===== src/usb_ep_pkg.sv =====
// package: register map, reset values and carriers for the endpoint counter block
`default_nettype none
package usb_ep_pkg;

    // ========================================
    // register byte addresses
    localparam logic [7:0] setup_rx_count_low_addr = 8'h00;
    localparam logic [7:0] setup_rx_count_high_addr = 8'h04;
    localparam logic [7:0] ep0_out_count_low_addr = 8'h08;
    localparam logic [7:0] ep0_out_count_high_addr = 8'h0c;
    localparam logic [7:0] ep0_in_count_low_addr = 8'h10;
    localparam logic [7:0] ep0_in_count_high_addr = 8'h14;
    localparam logic [7:0] ep1_count_low_addr = 8'h18;
    localparam logic [7:0] ep1_count_high_addr = 8'h1c;
    localparam logic [7:0] ep2_count_low_addr = 8'h20;
    localparam logic [7:0] ep2_count_high_addr = 8'h24;
    localparam logic [7:0] ep3_count_low_addr = 8'h28;
    localparam logic [7:0] ep3_count_high_addr = 8'h2c;
    localparam logic [7:0] endpoint_direction_addr = 8'h30;
    localparam logic [7:0] packet_tx_arm_addr = 8'h34;
    localparam logic [7:0] fn_control_addr = 8'h38;

    // ========================================
    // counter indices and reset values
    localparam int num_counters = 6;
    localparam int idx_setup_rx = 0;
    localparam int idx_ep0_out = 1;
    localparam int idx_ep0_in = 2;
    localparam int idx_ep1 = 3;
    localparam int idx_ep2 = 4;
    localparam int idx_ep3 = 5;
    localparam logic [9:0] setup_rx_count_reset = 10'h000;
    localparam logic [9:0] ep0_out_count_reset = 10'h000;
    localparam logic [9:0] ep0_in_count_reset = 10'h010;
    localparam logic [9:0] ep1_count_reset = 10'h010;
    localparam logic [9:0] ep2_count_reset = 10'h010;
    localparam logic [9:0] ep3_count_reset = 10'h008;
    localparam logic [9:0] setup_ep0_in_count = 10'h010;

    // ========================================
    // direction and arm register fields
    localparam logic [7:0] endpoint_direction_reset = 8'h3c;
    localparam logic [7:0] endpoint_direction_mask = 8'h7c;
    localparam logic [7:0] packet_tx_arm_mask = 8'h3e;
    localparam int ep1_direction_bit = 2;
    localparam int ep2_direction_bit = 3;
    localparam int ep3_direction_bit = 4;
    localparam int ep4_direction_bit = 5;
    localparam int ep5_direction_bit = 6;
    localparam int ep0_in_tx_arm_bit = 1;
    localparam int ep1_tx_arm_bit = 2;
    localparam int ep2_tx_arm_bit = 3;
    localparam int ep3_tx_arm_bit = 4;
    localparam int ep4_tx_arm_bit = 5;
    localparam int fn_soft_reset_bit = 0;

    // ========================================
    // carriers
    typedef enum logic [1:0] {
        bus_idle = 2'b00,
        bus_wresp = 2'b01,
        bus_rresp = 2'b10
    } bus_state_e;

    // core event: which counter, how many bytes
    typedef struct packed {
        logic valid;
        logic [2:0] index;
        logic [9:0] bytes;
    } count_event_s;

    typedef struct packed {
        logic in_token;
        logic [2:0] endpoint;
        logic stalled;
    } in_token_s;

    typedef struct packed {
        logic send_data;
        logic send_nak;
        logic [2:0] endpoint;
    } in_answer_s;

endpackage

`default_nettype wire


===== src/usb_endpoint_fifo_control.sv =====
// endpoint valid-size counters, direction and transmit-arm registers behind AXI4-Lite
`timescale 1ns/1ps
`default_nettype none

// How it works
// - counters are 10-bit read-only; high byte shows bits 9:8, rest zero
// - reset lows: setup/ep0-out 00, ep0-in/ep1/ep2 10, ep3 08; highs 00
// - direction register holds endpoints 1..5; IN answers follow it for 1..3 and 5, never endpoints 0 or 4
// - direction register resets to 3c on system or function soft reset
// - direction bits 6..2 map endpoints 5..1; one means host input
// - endpoint 2 direction bit: zero output, one input
// - reserved direction bits 7,1,0 and arm bits 7,6,0 read zero
// - IN token on unstalled input endpoint: send data, or NAK if none
// - arm after filling fifo; arming updates the counter, enabling send
// - ep4 arm readies ram fifo; next IN token triggers pre-read
// - arming with empty fifo sends a zero-length packet on next IN
// - arm bits accept only ones; zeros ignored; read back zero
// - arm bits 5..1 map ep4, ep3, ep2, ep1, ep0 input
// - ep2 arm updates its counter only while ep2 is host input
// - ep0-in, ep1, ep3 arms update their own fifo counters
// - input counter drops by bytes written at arm, rises on host ack
// - low-byte read latches high byte; high read returns latch
// - SETUP token forces setup/ep0-out to 0000 and ep0-in to 0010
module usb_endpoint_fifo_control #(
    parameter int addr_width = 8
) (
    // clock and reset
    input wire logic aclk,
    input wire logic aresetn,
    // axi4-lite write address and data
    input wire logic [addr_width-1:0] s_axi_awaddr,
    input wire logic [2:0] s_axi_awprot,
    input wire logic s_axi_awvalid,
    output logic s_axi_awready,
    input wire logic [31:0] s_axi_wdata,
    input wire logic [3:0] s_axi_wstrb,
    input wire logic s_axi_wvalid,
    output logic s_axi_wready,
    // axi4-lite write response
    output logic [1:0] s_axi_bresp,
    output logic s_axi_bvalid,
    input wire logic s_axi_bready,
    // axi4-lite read
    input wire logic [addr_width-1:0] s_axi_araddr,
    input wire logic [2:0] s_axi_arprot,
    input wire logic s_axi_arvalid,
    output logic s_axi_arready,
    output logic [31:0] s_axi_rdata,
    output logic [1:0] s_axi_rresp,
    output logic s_axi_rvalid,
    input wire logic s_axi_rready,
    // function core side
    input wire logic [9:0] cpu_write_bytes [usb_ep_pkg::num_counters],
    input wire usb_ep_pkg::count_event_s core_event,
    input wire logic setup_token,
    input wire usb_ep_pkg::in_token_s in_token,
    output usb_ep_pkg::in_answer_s in_answer,
    output logic [7:0] endpoint_direction_out,
    output logic [7:0] tx_arm_pulse,
    output logic ep4_prefetch
);
    localparam int num_counters = usb_ep_pkg::num_counters;

    // ========================================
    // state
    typedef struct packed {
        usb_ep_pkg::bus_state_e bus;
        logic [31:0] rdata;
        logic [1:0] resp;
        logic aw_held;
        logic [addr_width-1:0] awaddr;
        logic w_held;
        logic [31:0] wdata;
        logic [3:0] wstrb;
        logic [num_counters-1:0][9:0] count;
        logic [num_counters-1:0][1:0] high_latch;
        logic [7:0] direction;
        logic [7:0] arm;
        logic [5:0] pending;
        logic ep4_armed;
        logic ep4_prefetch;
        usb_ep_pkg::in_answer_s answer;
    } state_s;

    state_s st;
    state_s next_st;

    function automatic logic [9:0] reset_count(input int i);
        case (i)
            usb_ep_pkg::idx_setup_rx: reset_count = usb_ep_pkg::setup_rx_count_reset;
            usb_ep_pkg::idx_ep0_out: reset_count = usb_ep_pkg::ep0_out_count_reset;
            usb_ep_pkg::idx_ep0_in: reset_count = usb_ep_pkg::ep0_in_count_reset;
            usb_ep_pkg::idx_ep1: reset_count = usb_ep_pkg::ep1_count_reset;
            usb_ep_pkg::idx_ep2: reset_count = usb_ep_pkg::ep2_count_reset;
            default: reset_count = usb_ep_pkg::ep3_count_reset;
        endcase
    endfunction

    function automatic state_s reset_state();
        state_s s;
        s = '0;
        s.bus = usb_ep_pkg::bus_idle;
        for (int i = 0; i < num_counters; i++) begin
            s.count[i] = reset_count(i);
        end
        s.direction = usb_ep_pkg::endpoint_direction_reset;
        return s;
    endfunction

    // map register address to counter index; 7 when not a counter
    function automatic logic [2:0] count_index(input logic [addr_width-1:0] a);
        logic [7:0] o;
        o = 8'(a);
        if (o < usb_ep_pkg::endpoint_direction_addr && o[1:0] == 2'b00) begin
            count_index = 3'(o[7:3]);
        end else begin
            count_index = 3'h7;
        end
    endfunction

    // endpoint number of the in-token to counter index, 7 for none
    function automatic logic [2:0] in_index(input logic [2:0] ep);
        case (ep)
            3'h0: in_index = 3'(usb_ep_pkg::idx_ep0_in);
            3'h1: in_index = 3'(usb_ep_pkg::idx_ep1);
            3'h2: in_index = 3'(usb_ep_pkg::idx_ep2);
            3'h3: in_index = 3'(usb_ep_pkg::idx_ep3);
            default: in_index = 3'h7;
        endcase
    endfunction

    logic soft_reset;
    logic [2:0] ri;
    logic [2:0] ti;
    logic [7:0] wbyte;
    logic wr_go;
    logic [7:0] waddr;
    logic [7:0] raddr;
    logic is_input;
    logic has_data;

    // ========================================
    // next state
    always_comb begin
        next_st = st;
        soft_reset = 1'b0;
        wbyte = 8'h00;
        ri = 3'h7;
        ti = 3'h7;
        raddr = 8'(s_axi_araddr);
        waddr = 8'(st.awaddr);
        is_input = 1'b0;
        has_data = 1'b0;
        next_st.arm = 8'h00;
        next_st.answer = '0;

        // capture write channels in either order
        if (s_axi_awvalid && s_axi_awready) begin
            next_st.aw_held = 1'b1;
            next_st.awaddr = s_axi_awaddr;
            waddr = 8'(s_axi_awaddr);
        end
        if (s_axi_wvalid && s_axi_wready) begin
            next_st.w_held = 1'b1;
            next_st.wdata = s_axi_wdata;
            next_st.wstrb = s_axi_wstrb;
        end
        wr_go = st.bus == usb_ep_pkg::bus_idle && next_st.aw_held && next_st.w_held && !s_axi_arvalid;
        wbyte = next_st.wstrb[0] ? next_st.wdata[7:0] : 8'h00;

        case (st.bus)
            usb_ep_pkg::bus_idle: begin
                if (s_axi_arvalid) begin
                    next_st.bus = usb_ep_pkg::bus_rresp;
                    next_st.resp = 2'b00;
                    next_st.rdata = 32'h0000_0000;
                    ri = count_index(s_axi_araddr);
                    if (ri < 3'(num_counters)) begin
                        if (raddr[2]) begin
                            next_st.rdata[1:0] = st.high_latch[ri];
                        end else begin
                            next_st.rdata[7:0] = st.count[ri][7:0];
                            next_st.high_latch[ri] = st.count[ri][9:8];
                        end
                    end else if (raddr == usb_ep_pkg::endpoint_direction_addr) begin
                        next_st.rdata[7:0] = st.direction;
                    end else if (raddr == usb_ep_pkg::packet_tx_arm_addr ||
                                 raddr == usb_ep_pkg::fn_control_addr) begin
                        next_st.rdata = 32'h0000_0000;
                    end else begin
                        next_st.resp = 2'b10;
                    end
                end else if (wr_go) begin
                    next_st.bus = usb_ep_pkg::bus_wresp;
                    next_st.aw_held = 1'b0;
                    next_st.w_held = 1'b0;
                    next_st.resp = 2'b00;
                    if (waddr == usb_ep_pkg::endpoint_direction_addr) begin
                        next_st.direction = wbyte & usb_ep_pkg::endpoint_direction_mask;
                    end else if (waddr == usb_ep_pkg::packet_tx_arm_addr) begin
                        next_st.arm = wbyte & usb_ep_pkg::packet_tx_arm_mask;
                    end else if (waddr == usb_ep_pkg::fn_control_addr) begin
                        soft_reset = wbyte[usb_ep_pkg::fn_soft_reset_bit];
                    end else if (count_index(next_st.awaddr) == 3'h7) begin
                        next_st.resp = 2'b10;
                    end
                end
            end
            usb_ep_pkg::bus_wresp: begin
                if (s_axi_bready) begin
                    next_st.bus = usb_ep_pkg::bus_idle;
                end
            end
            usb_ep_pkg::bus_rresp: begin
                if (s_axi_rready) begin
                    next_st.bus = usb_ep_pkg::bus_idle;
                end
            end
            default: next_st.bus = usb_ep_pkg::bus_idle;
        endcase

        // arming: counter drops by bytes the cpu wrote
        if (st.arm[usb_ep_pkg::ep0_in_tx_arm_bit]) begin
            next_st.count[usb_ep_pkg::idx_ep0_in] =
                st.count[usb_ep_pkg::idx_ep0_in] - cpu_write_bytes[usb_ep_pkg::idx_ep0_in];
            next_st.pending[usb_ep_pkg::idx_ep0_in] = 1'b1;
        end
        if (st.arm[usb_ep_pkg::ep1_tx_arm_bit]) begin
            next_st.count[usb_ep_pkg::idx_ep1] =
                st.count[usb_ep_pkg::idx_ep1] - cpu_write_bytes[usb_ep_pkg::idx_ep1];
            next_st.pending[usb_ep_pkg::idx_ep1] = 1'b1;
        end
        if (st.arm[usb_ep_pkg::ep2_tx_arm_bit] && st.direction[usb_ep_pkg::ep2_direction_bit]) begin
            next_st.count[usb_ep_pkg::idx_ep2] =
                st.count[usb_ep_pkg::idx_ep2] - cpu_write_bytes[usb_ep_pkg::idx_ep2];
            next_st.pending[usb_ep_pkg::idx_ep2] = 1'b1;
        end
        if (st.arm[usb_ep_pkg::ep3_tx_arm_bit]) begin
            next_st.count[usb_ep_pkg::idx_ep3] =
                st.count[usb_ep_pkg::idx_ep3] - cpu_write_bytes[usb_ep_pkg::idx_ep3];
            next_st.pending[usb_ep_pkg::idx_ep3] = 1'b1;
        end
        if (st.arm[usb_ep_pkg::ep4_tx_arm_bit]) begin
            next_st.ep4_armed = 1'b1;
        end

        // core events: host ack adds bytes back, output receive adds bytes
        if (core_event.valid && core_event.index < 3'(num_counters)) begin
            next_st.count[core_event.index] = next_st.count[core_event.index] + core_event.bytes;
        end

        // in token answer
        next_st.ep4_prefetch = 1'b0;
        if (in_token.in_token && !in_token.stalled) begin
            ti = in_index(in_token.endpoint);
            // direction bit n+1 belongs to endpoint n
            is_input = in_token.endpoint == 3'h0 || in_token.endpoint == 3'h4 ||
                       st.direction[3'(in_token.endpoint + 3'h1)];
            if (in_token.endpoint == 3'h4) begin
                has_data = st.ep4_armed;
                // a fresh arm in the same cycle wins over the consume
                next_st.ep4_armed = st.arm[usb_ep_pkg::ep4_tx_arm_bit];
                next_st.ep4_prefetch = st.ep4_armed;
            end else if (ti < 3'(num_counters)) begin
                has_data = st.pending[ti];
                // arm bit of counter ti is ti-1; a same-cycle arm keeps it set
                next_st.pending[ti] = st.arm[ti - 3'h1] &&
                    (ti != 3'(usb_ep_pkg::idx_ep2) || st.direction[usb_ep_pkg::ep2_direction_bit]);
            end
            if (is_input) begin
                next_st.answer.send_data = has_data;
                next_st.answer.send_nak = !has_data;
                next_st.answer.endpoint = in_token.endpoint;
            end
        end

        if (setup_token) begin
            next_st.count[usb_ep_pkg::idx_setup_rx] = 10'h000;
            next_st.count[usb_ep_pkg::idx_ep0_out] = 10'h000;
            next_st.count[usb_ep_pkg::idx_ep0_in] = usb_ep_pkg::setup_ep0_in_count;
            next_st.pending[usb_ep_pkg::idx_ep0_in] = 1'b0;
        end

        if (soft_reset) begin
            next_st = reset_state();
            next_st.bus = usb_ep_pkg::bus_wresp;
            next_st.resp = 2'b00;
        end
    end

    always_ff @(posedge aclk) begin
        if (!aresetn) begin
            st <= reset_state();
        end else begin
            st <= next_st;
        end
    end

    // ========================================
    // outputs
    assign s_axi_awready = st.bus == usb_ep_pkg::bus_idle && !st.aw_held;
    assign s_axi_wready = st.bus == usb_ep_pkg::bus_idle && !st.w_held;
    assign s_axi_arready = st.bus == usb_ep_pkg::bus_idle;
    assign s_axi_bvalid = st.bus == usb_ep_pkg::bus_wresp;
    assign s_axi_bresp = st.resp;
    assign s_axi_rvalid = st.bus == usb_ep_pkg::bus_rresp;
    assign s_axi_rresp = st.resp;
    assign s_axi_rdata = st.rdata;
    assign in_answer = st.answer;
    assign endpoint_direction_out = st.direction;
    assign tx_arm_pulse = st.arm;
    assign ep4_prefetch = st.ep4_prefetch;

    // ========================================
    // assertions
    property p_direction_reserved;
        @(posedge aclk) disable iff (!aresetn)
        (st.direction & ~usb_ep_pkg::endpoint_direction_mask) == 8'h00;
    endproperty
    a_direction_reserved: assert property (p_direction_reserved) else $error("reserved direction bit set");

    property p_arm_pulse;
        @(posedge aclk) disable iff (!aresetn)
        st.arm != 8'h00 |=> st.arm == 8'h00 || $past(wr_go);
    endproperty
    a_arm_pulse: assert property (p_arm_pulse) else $error("arm bit held");

    property p_reset_direction;
        @(posedge aclk) !aresetn |=> st.direction == usb_ep_pkg::endpoint_direction_reset;
    endproperty
    a_reset_direction: assert property (p_reset_direction) else $error("direction reset wrong");

    property p_reset_ep3;
        @(posedge aclk) !aresetn |=> st.count[usb_ep_pkg::idx_ep3] == usb_ep_pkg::ep3_count_reset &&
            st.count[usb_ep_pkg::idx_ep0_in] == usb_ep_pkg::ep0_in_count_reset;
    endproperty
    a_reset_ep3: assert property (p_reset_ep3) else $error("counter reset wrong");

    property p_setup_forces;
        @(posedge aclk) disable iff (!aresetn)
        setup_token && !soft_reset |=> st.count[0] == 10'h000 && st.count[2] == 10'h010;
    endproperty
    a_setup_forces: assert property (p_setup_forces) else $error("setup did not force counters");

    property p_in_answer;
        @(posedge aclk) disable iff (!aresetn)
        in_token.in_token && !in_token.stalled && in_token.endpoint == 3'h1 && !soft_reset
        |=> in_answer.send_data != in_answer.send_nak;
    endproperty
    a_in_answer: assert property (p_in_answer) else $error("no answer to in token");

    property p_ep2_output_hold;
        @(posedge aclk) disable iff (!aresetn)
        st.arm[3] && !st.direction[3] && !core_event.valid && !soft_reset |=> $stable(st.count[4]);
    endproperty
    a_ep2_output_hold: assert property (p_ep2_output_hold) else $error("ep2 counter moved in output");

    property p_arm_reads_zero;
        @(posedge aclk) disable iff (!aresetn)
        s_axi_rvalid && $past(raddr) == usb_ep_pkg::packet_tx_arm_addr && $rose(s_axi_rvalid)
        |-> s_axi_rdata == 32'h0;
    endproperty
    a_arm_reads_zero: assert property (p_arm_reads_zero) else $error("arm register read nonzero");

    property p_high_byte;
        @(posedge aclk) disable iff (!aresetn)
        s_axi_rvalid |-> s_axi_rdata[31:8] == 24'h0 && (s_axi_rresp == 2'b00 || s_axi_rdata == 32'h0);
    endproperty
    a_high_byte: assert property (p_high_byte) else $error("upper read bits nonzero");

    property p_prefetch_armed;
        @(posedge aclk) disable iff (!aresetn)
        in_token.in_token && !in_token.stalled && in_token.endpoint == 3'h4 && st.ep4_armed && !soft_reset
        |=> ep4_prefetch && in_answer.send_data;
    endproperty
    a_prefetch_armed: assert property (p_prefetch_armed) else $error("armed ep4 in token not prefetched");

    c_write: cover property (@(posedge aclk) s_axi_bvalid && s_axi_bready);
    c_nak: cover property (@(posedge aclk) in_answer.send_nak);
    c_send: cover property (@(posedge aclk) in_answer.send_data);
    c_prefetch: cover property (@(posedge aclk) ep4_prefetch);

endmodule // usb_endpoint_fifo_control

`default_nettype wire


===== config.mk =====
export PLATFORM = sky130hd
export DESIGN_NAME = usb_endpoint_fifo_control
export DESIGN_NICKNAME = d
export VERILOG_FILES = /design/src/usb_ep_pkg.sv /design/src/usb_endpoint_fifo_control.sv
export SDC_FILE = /design/constraint.sdc
export NUM_CORES = 1
export LEC_CHECK = 0
export BUFFER_PORTS_ARGS = -buffer_cell sky130_fd_sc_hd__buf_4
export CORE_MARGIN = 2
export CORE_UTILIZATION = 35
export CTS_CLUSTER_DIAMETER = 50
export CTS_CLUSTER_SIZE = 28
export DETAILED_ROUTE_END_ITERATION = 12
export SYNTH_ARGS = -nofsm -noshare
export SYNTH_HDL_FRONTEND = slang
export SYNTH_SLANG_ARGS = --single-unit
export TNS_END_PERCENT = 100

===== constraint.sdc =====
create_clock -name aclk -period 7 [get_ports aclk]
set_input_delay 1.05 -clock aclk [delete_from_list [all_inputs] [get_ports aclk]]
set_output_delay 1.05 -clock aclk [all_outputs]
set_load 0.02 [all_outputs]

==> summary by stage, run 1 <==
GRT
Entering global routing, the biggest net connects 49 pins. Global routing finished with a remaining overflow of 0. The total routing resource utilization after global routing is around a fifth.

The first-pass GRT wire length is around 41000 µm. The number of global-route vias before repair is between 7000 and 8000. The number of antenna violations at the first check in global routing was 0.

Synthesis
The number of unique standard cell types used by synthesis is 67. The count of yosys warnings during synthesis is 0. The synthesized netlist devotes between 10% and 20% of its cell area to compound gates. The most area-hungry cell type in the Yosys netlist is dfxtp_1. Summing the areas of all fa, ha and maj instances in the mapped netlist gives a little under 9% of the synthesized area. The dominant register cell in the synthesized netlist is dfxtp_1. The synthesized-area fraction occupied by and/or/nand/nor cells is approximately 20%. By area the synthesized netlist is led by dfxtp_1 (28%), ha_1 (7.8%), mux2i_1 (7.3%), a21oi_1 (5.6%), nor2_1 (5.6%). The proportion of netlist area held by the largest area contributor is 27.7%. Of the total synthesized cell area, the portion taken by XOR and XNOR cells is 4.50%. Dividing the synthesized area by the synthesized cell count gives just under 8 µm². Counting flops with a built-in enable in the synthesized netlist gives 0.

Synthesis produced a netlist whose cell count is roughly 1100. The total standard cell area after synthesis is 8950 µm². After synthesis, the share of flip-flops with an asynchronous set or reset is 0%. The mux cell area share after synthesis is between 10 and 15%. The sequential element share of the synthesized area is between 20% and 30%. The combinational family with the most area after synthesis is simple AND/OR/NAND/NOR gates. Counting flops and latches in the post-synthesis netlist gives roughly 120.

Detailed routing
After detailed routing, the number of remaining DRC violations is 0. The first TritonRoute pass finished after 5 iterations. Wires add up to 26300 µm.

The routed layout has a little over 8000 vias. In the routed layout, each cell is associated on average with a via count of between 5 and 6. The routed wirelength normalized by instance count is between 15 and 20 µm.

In this run the remaining antenna-violating nets after routing total 0. The number of violations reported at the end of detailed-routing iteration 0 is approximately 600.

Pwr
The internal portion of the total power is ~1.5 mW. In this run switching power makes up between 20 and 30% of total power. The power density over cell area is about 200 nW/µm². Of the total power, the clock network draws between 40% and 50%. Power comes to approximately 2.1 mW. The largest vdd supply drop is around 0.18 mV.

The share of total power in sequential cells is between 30% and 40%. The static leakage is between 4 and 5 nW. In this run, the combinational gates consume 18.1% of the power.

In this run the power spent charging and discharging nets is between 0.5 and 0.6 mW.

Worst hold path
The worst min-delay path category is register to register. For hold timing, the worst endpoint is st[143]. The source of the worst hold timing path is st[143].

The worst hold path was traced through 2 stages.

Layout
The filler cell count is about 2600. The most common cell after layout, fill and taps aside is nor2_1. The count of non-filler cells in the finished layout is about 1500. The sequential standard cell area is 2480 µm². In the layout the commonest cells are nor2_1 (133), nand2_1 (125), buf_4 (125). The area overhead of the layout relative to synthesis is 16.7%. The core utilization of the finished layout is 41.5%.

The share of post-route cells with drive strength above 1 is between 10% and 20%. The repair_antennas step left the layout with diodes totalling 0. The multi-input gate area in the final layout is 5710 µm². The finished cells cover 10400 µm². In the final design database the tool counted 1410 nets.

Floorplanning
The y dimension of the die is roughly 160 µm. The number of top-level pins is ~210. The die is about 160 µm wide. In this run the standard cell core region covers 25200 µm².

The starting utilization of the core area is ~36%. The floorplan step defined a die boundary enclosing 26900 µm². The standard-cell row count is 58.

Setup path
The largest fanout on the critical path is 5. STA classifies the critical path endpoint as a register. By startpoint and endpoint, the worst setup path is classified as input pin to register. In this run the critical register-to-register path is launched from st[71]. The worst register-to-register path ends at st[80]. Across all register-to-register paths, the minimum setup slack is around 1800 ps. Measured in cells, the most critical reg-to-reg path has a length of 21.

STA puts the critical path data required time at between 7000 and 8000 ps. Data on the critical path arrives at its endpoint at between 5000 and 6000 ps. The startpoint type of the worst setup path is an input pin.

STA
After routing, the total negative slack on setup checks comes to 0 ps. The achievable clock frequency is 180 MHz. Of the available clock period, the critical path in the final layout requires between 70 and 80%. The final max-slew violation count was 0. The clock period could shrink to 5560 ps. The worst-case headroom to the max-slew limit is roughly 13%. The final count of negative-setup-slack endpoints is 0. The final worst clock skew is ~6.5 ps. Setup repair after global routing left no endpoint under its margin. The final number of hold-violating endpoints was 0.

At the pin with the least slew margin, the transition time is approximately 1300 ps.

Clocking
Clock tree synthesis inserted a total of 17 buffers. Clock-pin slew was measured on the worst setup and hold paths at roughly 60 ps. The tree is rooted in a clkbuf_16.

The clock latency of the later-clocked register in the worst-skew pair is 420 ps. The number of post-CTS setup repair buffers is 0. The number of levels in the clock H-tree is 4. The buffer levels on the longest clock path is 2. For this design, the sink count on the clock tree is approximately 120. TritonCTS built the clock tree. In this run, post-CTS hold repair placed 0 buffers. Post-CTS repair changed the size of 0 cells.

Placement
The routability-driven placement congestion ratio is 0.883. Counting tap cells, the placed design contains a total of 1515 instances. The final HPWL from detailed placement is 20000 µm.

After detailed placement, the total cell area comes to ~9800 µm². The count of buffers added on input and output ports is between 100 and 150.

Flow run
The number of max-cap violations is 0.

Run status
The flow ran to the end, and the final reports show no timing, DRC or antenna violations.
## final cells by class
cell class / instances / area share (%)
repair buffers: 125 / 8.99
clock buffers: 20 / 4.47
flip-flops and latches: 124 / 23.8
clock inverters: 12 / 1.77
inverters: 67 / 2.41
well taps: 330 / 3.95
multi-input cells: 869 / 54.6
## critical path, cell delays in order
cell	delay, ps
buf_4	80
ha_1	220
inv_1	70
fa_1	400
a21o_1	200
a21oi_1	270
o21bai_1	100
a21oi_1	180
xnor2_1	80
mux2_2	280
mux4_2	500
nand2b_1	100
o21ai_0	110
ha_1	260
or4_1	550
a31o_2	250
a21oi_1	170
xnor2_1	440
xor2_1	290
nor2_1	70
a211oi_1	220
## logic make-up after synthesis
family / count (synthesis)
multiplexers: 86
other: 1
AND/OR/NAND/NOR: 398
buffers and inverters: 170
AO/OA/AOI/OAI: 246
flip-flops: 124
XOR/XNOR: 46
adder cells (fa/ha/maj): 61
## registers in the layout, summed over array words and instances (netlist names)
name                    count
endpoint_direction_out      5
st                         99
tx_arm_pulse                5
in_answer                   5
s_axi_rdata                 8
s_axi_bresp                 1
ep4_prefetch                1
## metrics by stage
stage	hold slack (ps)	setup WS, ps
finish	453	1440
global route	489	1220
CTS	452	1480
detailed placement	443	1060
global placement	439	1080
floorplan	432	1840
## synthesized netlist by cell type, types with 14 or more instances
| library cell | n |
|---|---|
| a211oi_1 | 26 |
| a21oi_1 | 100 |
| buf_4 | 58 |
| clkbuf_1 | 32 |
| dfxtp_1 | 124 |
| ha_1 | 56 |
| inv_1 | 65 |
| mux2i_1 | 65 |
| nand2_1 | 125 |
| nand2b_1 | 20 |
| nand3_1 | 14 |
| nor2_1 | 133 |
| nor2b_1 | 14 |
| nor3_1 | 41 |
| o21ai_0 | 40 |
| xnor2_1 | 34 |
## routing by layer
metal  vias up  wire (µm)  global-route usage (%)
met2       292      12100                    31.4
met3        41       1610                    3.74
li1       4029          -                       -
met5         -          0                       0
met1      3777      11800                    25.7
met4         0        784                    7.89
## worst max-delay path by stage
stage / start / to / slack (ps) / cells after the start
detailed placement: cpu_write_bytes[20] / st[80] / 1060 / 21
finish: cpu_write_bytes[20] / st[80] / 1440 / 21
floorplan: cpu_write_bytes[20] / st[70] / 1840 / 19
CTS: cpu_write_bytes[20] / st[80] / 1480 / 21
global route: cpu_write_bytes[20] / st[80] / 1220 / 21
global placement: cpu_write_bytes[20] / st[80] / 1080 / 21
## power by group through the flow
stage / clock [mW] / sequential [mW] / combinational, mW
2_1_floorplan: 0 / 0.749 / 0.276
5_1_grt: 1.01 / 0.743 / 0.414
3_3_place_gp: 0 / 0.756 / 0.372
4_1_cts: 0.973 / 0.741 / 0.376
3_5_place_dp: 0 / 0.756 / 0.373
6_report: 0.965 / 0.742 / 0.377
Note: power is estimated with default switching activity, not from simulation.
==> run 2, diff against run 1 <==
==> constraint.sdc (replaced) <==
create_clock -name aclk -period 5.2 [get_ports aclk]
set_input_delay 0.78 -clock aclk [delete_from_list [all_inputs] [get_ports aclk]]
set_output_delay 0.78 -clock aclk [all_outputs]
set_load 0.02 [all_outputs]
==> run 2 against run 1 <==
  * Hold slack improved by 3.4 ps
  * Count of clock-buffer cells in the layout increased by 2
  * Non-clock buffer count increased by 16
  * Sequential cell count unchanged
  * Sequential share of layout area decreased by 0.26 points
  * Register-to-register slack got worse by 1500 ps
  * Final cell count increased by 1.0%
  * Highest routed layer unchanged
==> summary by stage, run 2 (synthesis results as in run 1) <==
Run status
Outcome: finished clean (unchanged).

Detailed routing
The post-detailed-route via-to-cell ratio is 5.22 (was 5.26). The total wire length is 26300 µm (about the same). The total iterations of the first detailed-routing run came to 6 (was 5). The number of remaining DRC errors is 0 (unchanged). The routed wirelength normalized by instance count is 16.8 µm (was 17.0 µm). The number of vias in the routed layout is 8160 (was 8139). The post-detailed-route count of antenna-violating nets was 0 (unchanged).

The number of violations reported at the end of detailed-routing iteration 0 is 514 (was 597).

Layout
Leading cell types in the layout, fill and taps excluded: buf_4 (140), nor2_1 (133), nand2_1 (125) (was nor2_1 (133), nand2_1 (125), buf_4 (125)). The multi-input gate area in the final layout came to 5720 µm² (was 5710 µm²). The cell area after layout is 10600 µm² (was 10400 µm²). The count of inserted antenna diode cells is 0 (unchanged).

The largest register by flop count is st (unchanged). The most common cell after layout, fill and taps aside is buf_4 (was nor2_1). The filler cell count came to 2552 (was 2569). The sequential standard cell area is 2480 µm² (unchanged). The share of post-route cells with drive strength above 1 is 16.6% (was 15.4%).

The layout net count is 1426 (was 1410). The area overhead of the layout relative to synthesis is 18.0% (was 16.7%). The flip-flop count of the largest register, all copies and words added is 99 (unchanged).

STA
The transition at the pin with the smallest max-transition slack came to 1210 ps (was 1300 ps). The final number of hold-violating endpoints came to 0 (unchanged). The worst-case headroom to the max-slew limit is 18.7% (was 12.9%). The final worst clock skew is 10.4 ps (was 6.52 ps). For this run, the top clock speed supported by timing is around 200 MHz. Setup repair after global routing missed its margin: no (unchanged). The aggregate negative setup slack came to 0 ps (unchanged).

The final max-slew violation count is 0 (unchanged). The final count of negative-setup-slack endpoints is 0 (unchanged). The time the final worst path needs with I/O delays and setup is 4940 ps. The share of the clock period used by the worst path is 95.0%.

Floorplanning
The number of top-level pins is 208 (unchanged). The standard-cell row count is 58 (unchanged). The area of the core region is 25200 µm² (unchanged).

The die area came to 26900 µm² (unchanged). The horizontal die dimension was 164 µm (unchanged). The y dimension of the die is 164 µm (unchanged). The starting utilization of the core area is 35.6% (unchanged).

Pwr
The power density over cell area came to 262 nW/µm² (was 200 nW/µm²). The static leakage is 4.47 nW (was 4.39 nW). The post-layout total power is 2.77 mW (was 2.08 mW). The largest vdd supply drop was 0.221 mV (was 0.176 mV).

Worst hold path
The worst min-delay path category is register to register (unchanged). The source of the worst hold timing path is st[143] (unchanged).

Setup path
The startpoint type of the worst setup path is an input pin (unchanged). The largest fanout on the critical path was 5 (unchanged). The worst setup path startpoint is cpu_write_bytes[20] (unchanged). The type of the worst setup path is input pin to register (unchanged). Critical path, cell by cell: buf_4 > ha_1 > inv_1 > fa_1 > a21o_1 > a21oi_1 > buf_4 > xnor2_1 > mux2i_1 > mux4_2 > o22ai_1 > ha_1 > nand3_1 > o211ai_1 > or4_1 > a31o_2 > a21oi_1 > xnor2_2 > or4_1 > o311ai_1 (was buf_4 > ha_1 > inv_1 > fa_1 > a21o_1 > a21oi_1 > o21bai_1 > a21oi_1 > xnor2_1 > mux2_2 > mux4_2 > nand2b_1 > o21ai_0 > ha_1 > or4_1 > a31o_2 > a21oi_1 > xnor2_1 > xor2_1 > nor2_1 > a211oi_1). The number of buffer and inverter instances along the worst setup path came to 3 (was 2). The reg-to-reg startpoint is st[71] (unchanged).

The family with the most delay on the worst path is compound AO/OA/AOI/OAI gates (unchanged). The arrival time at the worst endpoint is 5260 ps (was 5890 ps). The internal reg-to-reg setup slack is 330 ps (was 1780 ps). The cell with the largest stage delay on the worst path is mux4_2 (was or4_1). The category of the worst setup path capture point is a register (unchanged). The peak per-stage delay on the critical path was 540 ps (was 550 ps). The required time of the worst setup path came to 5520 ps (was 7340 ps).

GRT
The global routing usage on met3 is 3.23% (was 3.74%). The total routing resource utilization after global routing was 19.4% (was 19.5%). The first-pass GRT wire length is 40700 µm (was 40600 µm). The number of antenna violations at the first check in global routing is 0 (unchanged).

The layer with the highest usage after global routing is met2 (unchanged). The largest net degree at the start of global routing is 82 (was 49). The number of global-route vias before repair is 7671 (was 7594). The met2 routing resource usage after global routing is 31.4% (about the same). The global routing met1 resource utilization was 25.7% (about the same). The aggregate global routing overflow is 0 (unchanged).

Flow run
The number of max-cap violations was 0 (unchanged).

Clocking
The clock root buffer master is clkbuf_16 (unchanged). The clock latency of the later-clocked register in the worst-skew pair came to 410 ps (was 420 ps). The CTS tree was yes (unchanged). The clock transition time at the flip-flop clock pins of the worst setup and hold paths is 60 ps (about the same). The number of levels in the clock H-tree came to 4 (unchanged). The number of clock sinks came to 124 (unchanged). The buffer levels on the longest clock path is 2 (unchanged). The number of buffers inserted during clock tree synthesis is 17 (unchanged).

Placement
The placed instance area is 9920 µm² (was 9790 µm²). The final HPWL from detailed placement came to 19900 µm (was 20000 µm). The port buffer count is 121 (unchanged). The routability-driven placement congestion ratio is 0.846 (was 0.883).
-- run 2: stage by stage --
| stage | worst slack, ps | util [%] | hold slack, ps | cells |
|---|---|---|---|---|
| floorplan | 308 | - | 432 | 1163 |
| global placement | -196 | 39.4 | 442 | 1531 |
| finish | 259 | 41.9 | 457 | 1563 |
| CTS | 157 | 41.9 | 460 | 1563 |
| global route | 22.4 | 41.9 | 475 | 1563 |
| detailed placement | -242 | 39.4 | 451 | 1531 |
-- run 2: worst paths after layout --
check / endpoint / cells past startpoint
worst max-delay path: st[70] / 20
worst min-delay path: st[143] / 2
worst max register to register: st[70] / 20
worst min register to register: st[143] / 2
-- run 2: layer usage --
layer,routed length [µm],vias up
li1,-,4064
met1,11800,3759
met2,12100,281
met3,1520,56
met4,821,0
met5,0,-
-- run 2: timing repair --
action	in CTS	in global routing
hold buffers	0	0
resized for setup	0	2
setup endpoints to repair	0	3
buffers inserted	0	0
-- run 2: cell type report --
class	count	share of cell area [%]
multi-input combinational	869	54.2
clock inverter	10	1.30
inverter	67	2.38
sequential	124	23.5
tap	330	3.91
clock buffer	22	4.58
timing repair buffer	141	10.1
-- run 2: worst register-to-register path, stage by stage (launching register included) --
cell and delay, ps:
dfxtp_1 330, inv_1 60, ha_1 210, inv_1 70
fa_1 390, a21o_1 190, a21oi_1 190, buf_4 150
xnor2_1 110, mux2i_1 160, mux4_2 540, o22ai_1 210
ha_1 300, nand3_1 90, o211ai_1 100, or4_1 460
a31o_2 250, a21oi_1 220, xnor2_2 160, or4_1 520
o311ai_1 90
-- run 2: where the power goes --
part           switching [mW]  total, mW  internal (mW)
sequential             0.0217      0.998          0.976
clock                   0.442       1.25          0.803
combinational           0.310      0.528          0.218
==> run 3, diff against run 2 <==
--- a/config.mk
+++ b/config.mk
@@ -6,8 +6,10 @@
 export NUM_CORES = 1
 export LEC_CHECK = 0
 export BUFFER_PORTS_ARGS = -buffer_cell sky130_fd_sc_hd__buf_4
+export CAP_MARGIN = 5
 export CORE_MARGIN = 2
 export CORE_UTILIZATION = 35
+export CTS_BUF_LIST = sky130_fd_sc_hd__clkbuf_8
 export CTS_CLUSTER_DIAMETER = 50
 export CTS_CLUSTER_SIZE = 28
 export DETAILED_ROUTE_END_ITERATION = 12
==> run 3 against run 2 <==
  * Global-route usage about the same
  * Register-to-register slack about the same
  * Clock power down 26%
  * Largest power group is now sequential cells
  * Fmax up 0.73%
  * Final area down 1.8%
  * Hold slack better by 3.0 ps
  * Final cell count unchanged
  * Sequential share of layout area up 0.43 points
  * Critical path type unchanged
  * Largest cell class unchanged
  * First-iteration DRC count up 8.4%
  * Count of clock-buffer cells in the layout down 1
  * Non-clock buffer count unchanged
==> summary by stage, run 3 (synthesis results as in run 1) <==
Run status
Outcome: finished clean (unchanged).

Setup path
The reg-to-reg startpoint is st[71] (unchanged). Critical path, cell by cell: buf_4 > ha_1 > inv_1 > fa_1 > a21o_1 > a21oi_1 > o21bai_1 > a21oi_1 > xnor2_1 > mux2_2 > mux4_2 > nand2b_1 > o21ai_0 > ha_1 > or4_1 > a31o_2 > a21oi_1 > xnor2_2 > xor2_2 > nor2_1 > a211oi_1 (was buf_4 > ha_1 > inv_1 > fa_1 > a21o_1 > a21oi_1 > buf_4 > xnor2_1 > mux2i_1 > mux4_2 > o22ai_1 > ha_1 > nand3_1 > o211ai_1 > or4_1 > a31o_2 > a21oi_1 > xnor2_2 > or4_1 > o311ai_1). The number of buffer and inverter instances along the worst setup path came to 2 (was 3). The family with the most delay on the worst path was compound AO/OA/AOI/OAI gates (unchanged). The category of the worst setup path capture point is a register (unchanged). The worst setup path startpoint is cpu_write_bytes[20] (unchanged). The type of the worst setup path was input pin to register (unchanged). The internal reg-to-reg setup slack is 330 ps (about the same).

The largest fanout on the critical path was 3 (was 5). The peak per-stage delay on the critical path is 550 ps (was 540 ps). The cell with the largest stage delay on the worst path was or4_1 (was mux4_2). The arrival time at the worst endpoint is 5270 ps (was 5260 ps). The required time of the worst setup path is 5560 ps (was 5520 ps). The cell with the most instances on the worst path is a21oi_1. The startpoint type of the worst setup path is an input pin (unchanged).

Floorplanning
The standard-cell row count is 58 (unchanged). The y dimension of the die was 164 µm (unchanged). The die area is 26900 µm² (unchanged). The area of the core region is 25200 µm² (unchanged). The horizontal die dimension came to 164 µm (unchanged). The starting utilization of the core area is 35.6% (unchanged). The number of top-level pins is 208 (unchanged).

Pwr
The largest vdd supply drop is 0.148 mV (was 0.221 mV). The share of total power in the clock network was 37.7% (was 44.9%). The power dissipated by switching net loads came to 0.733 mW (was 0.773 mW). The static leakage is 4.38 nW (was 4.47 nW). The share of total power in sequential cells was 40.7% (was 36.0%).

The power density over cell area was 236 nW/µm² (was 262 nW/µm²). The total internal power is 1.71 mW (was 2.00 mW). The switching power as a share of total power came to 29.9% (was 27.9%). The proportion of power drawn by combinational gates is 21.5% (was 19.1%).

Clocking
The number of levels in the clock H-tree is 4 (unchanged). The clock root buffer master is clkbuf_8 (was clkbuf_16). The clock latency of the later-clocked register in the worst-skew pair is 450 ps (was 410 ps). The number of hold buffers added after cts is 0 (unchanged). The clock transition time at the flip-flop clock pins of the worst setup and hold paths was 80 ps (was 60 ps).

The number of clock sinks is 124 (unchanged). The CTS tree is yes (unchanged). The buffer levels on the longest clock path is 2 (unchanged). The number of post-CTS setup repair buffers was 0 (unchanged).

The post-cts gate resize count is 0 (unchanged). The number of buffers inserted during clock tree synthesis is 17 (unchanged).

STA
The post-layout worst setup margin was 295 ps (was 259 ps). The final worst clock skew is 13.2 ps (was 10.4 ps). The final number of hold-violating endpoints is 0 (unchanged). The share of the clock period used by the worst path came to 94.3% (was 95.0%).

The transition at the pin with the smallest max-transition slack is 1200 ps (was 1210 ps). The aggregate negative setup slack is 0 ps (unchanged). The achievable clock frequency is 204 MHz (was 202 MHz). The worst hold-check slack came to 460 ps (was 457 ps).

The time the final worst path needs with I/O delays and setup came to 4900 ps (was 4940 ps). The final max-slew violation count is 0 (unchanged). Setup repair after global routing missed its margin: no (unchanged).

The final count of negative-setup-slack endpoints came to 0 (unchanged). The worst-case headroom to the max-slew limit came to 19.3% (was 18.7%).

GRT
The first-pass GRT wire length is 40600 µm (was 40700 µm). The number of antenna violations at the first check in global routing came to 0 (unchanged). The largest net degree at the start of global routing is 82 (unchanged).

The number of global-route vias before repair is 7605 (was 7671). The total routing resource utilization after global routing came to 19.4% (about the same). The aggregate global routing overflow is 0 (unchanged).

Layout
The share of post-route cells with drive strength above 1 came to 16.6% (unchanged). The core utilization of the finished layout was 41.2% (was 41.9%). The count of inserted antenna diode cells is 0 (unchanged).

The filler cell count was 2572 (was 2552). The most common cell after layout, fill and taps aside is buf_4 (unchanged). The largest register by flop count is st (unchanged). The area overhead of the layout relative to synthesis was 15.8% (was 18.0%). Leading cell types in the layout, fill and taps excluded: buf_4 (140), nor2_1 (133), nand2_1 (125) (unchanged). The layout net count is 1426 (unchanged).

The flip-flop count of the largest register, all copies and words added came to 99 (unchanged). The cell area after layout is 10400 µm² (was 10600 µm²).

Detailed routing
The total wire length came to 26200 µm (was 26300 µm). The routed wirelength normalized by instance count is 16.8 µm (about the same). The number of violations reported at the end of detailed-routing iteration 0 is 557 (was 514). The number of remaining DRC errors is 0 (unchanged).

The total iterations of the first detailed-routing run is 7 (was 6). The number of vias in the routed layout was 8138 (was 8160). The post-detailed-route count of antenna-violating nets came to 0 (unchanged). The post-detailed-route via-to-cell ratio was 5.21 (was 5.22).

Worst hold path
The source of the worst hold timing path is st[143] (unchanged). The worst min-delay path category was register to register (unchanged).

Flow run
The number of max-cap violations was 0 (unchanged).

Placement
The routability-driven placement congestion ratio came to 0.846 (unchanged). The port buffer count came to 121 (unchanged). The worst setup slack before clock tree synthesis is -242 ps (unchanged). The final HPWL from detailed placement is 19900 µm (unchanged).

The placed instance area came to 9920 µm² (unchanged).
## run 3: worst paths after layout
check        endpoint  cells past startpoint
max            st[80]                     21
max reg2reg    st[80]                     21
min           st[143]                      2
min reg2reg   st[143]                      2
## run 3: power by group through the flow
stage	Clock (mW)	Sequential (mW)	Combinational, mW
2_1_floorplan	0	1.01	0.371
3_3_place_gp	0	1.02	0.516
3_5_place_dp	0	1.02	0.519
4_1_cts	0.934	0.996	0.523
5_1_grt	0.977	0.999	0.578
6_report	0.923	0.996	0.527
## run 3: tightest hold or removal path, stage by stage (launching register included)
cell,delay [ps]
dfxtp_1,310
nand2_1,50
a21oi_1,50
## run 3: cell type report
cell class                      count  area, µm²  area share, %
Clock buffer                       21        289           2.79
Multi-Input combinational cell    869       5720           55.2
Sequential cell                   124       2480           23.9
Timing Repair Buffer              141       1070           10.3
Tap cell                          330        413           3.98
Inverter                           67        251           2.43
Clock inverter                     11        141           1.36
## run 3: metal layers
metal	global-route usage, %	part of all wire (%)
met4	7.46	2.6
met1	25.6	45
met3	3.21	5.8
met5	0	0
met2	31.8	47
## run 3: per-stage QoR
stage / total power [mW] / cells
finish: 2.45 / 1563
global route: 2.55 / 1563
CTS: 2.45 / 1563
detailed placement: 1.54 / 1531
global placement: 1.53 / 1531
floorplan: 1.38 / 1163
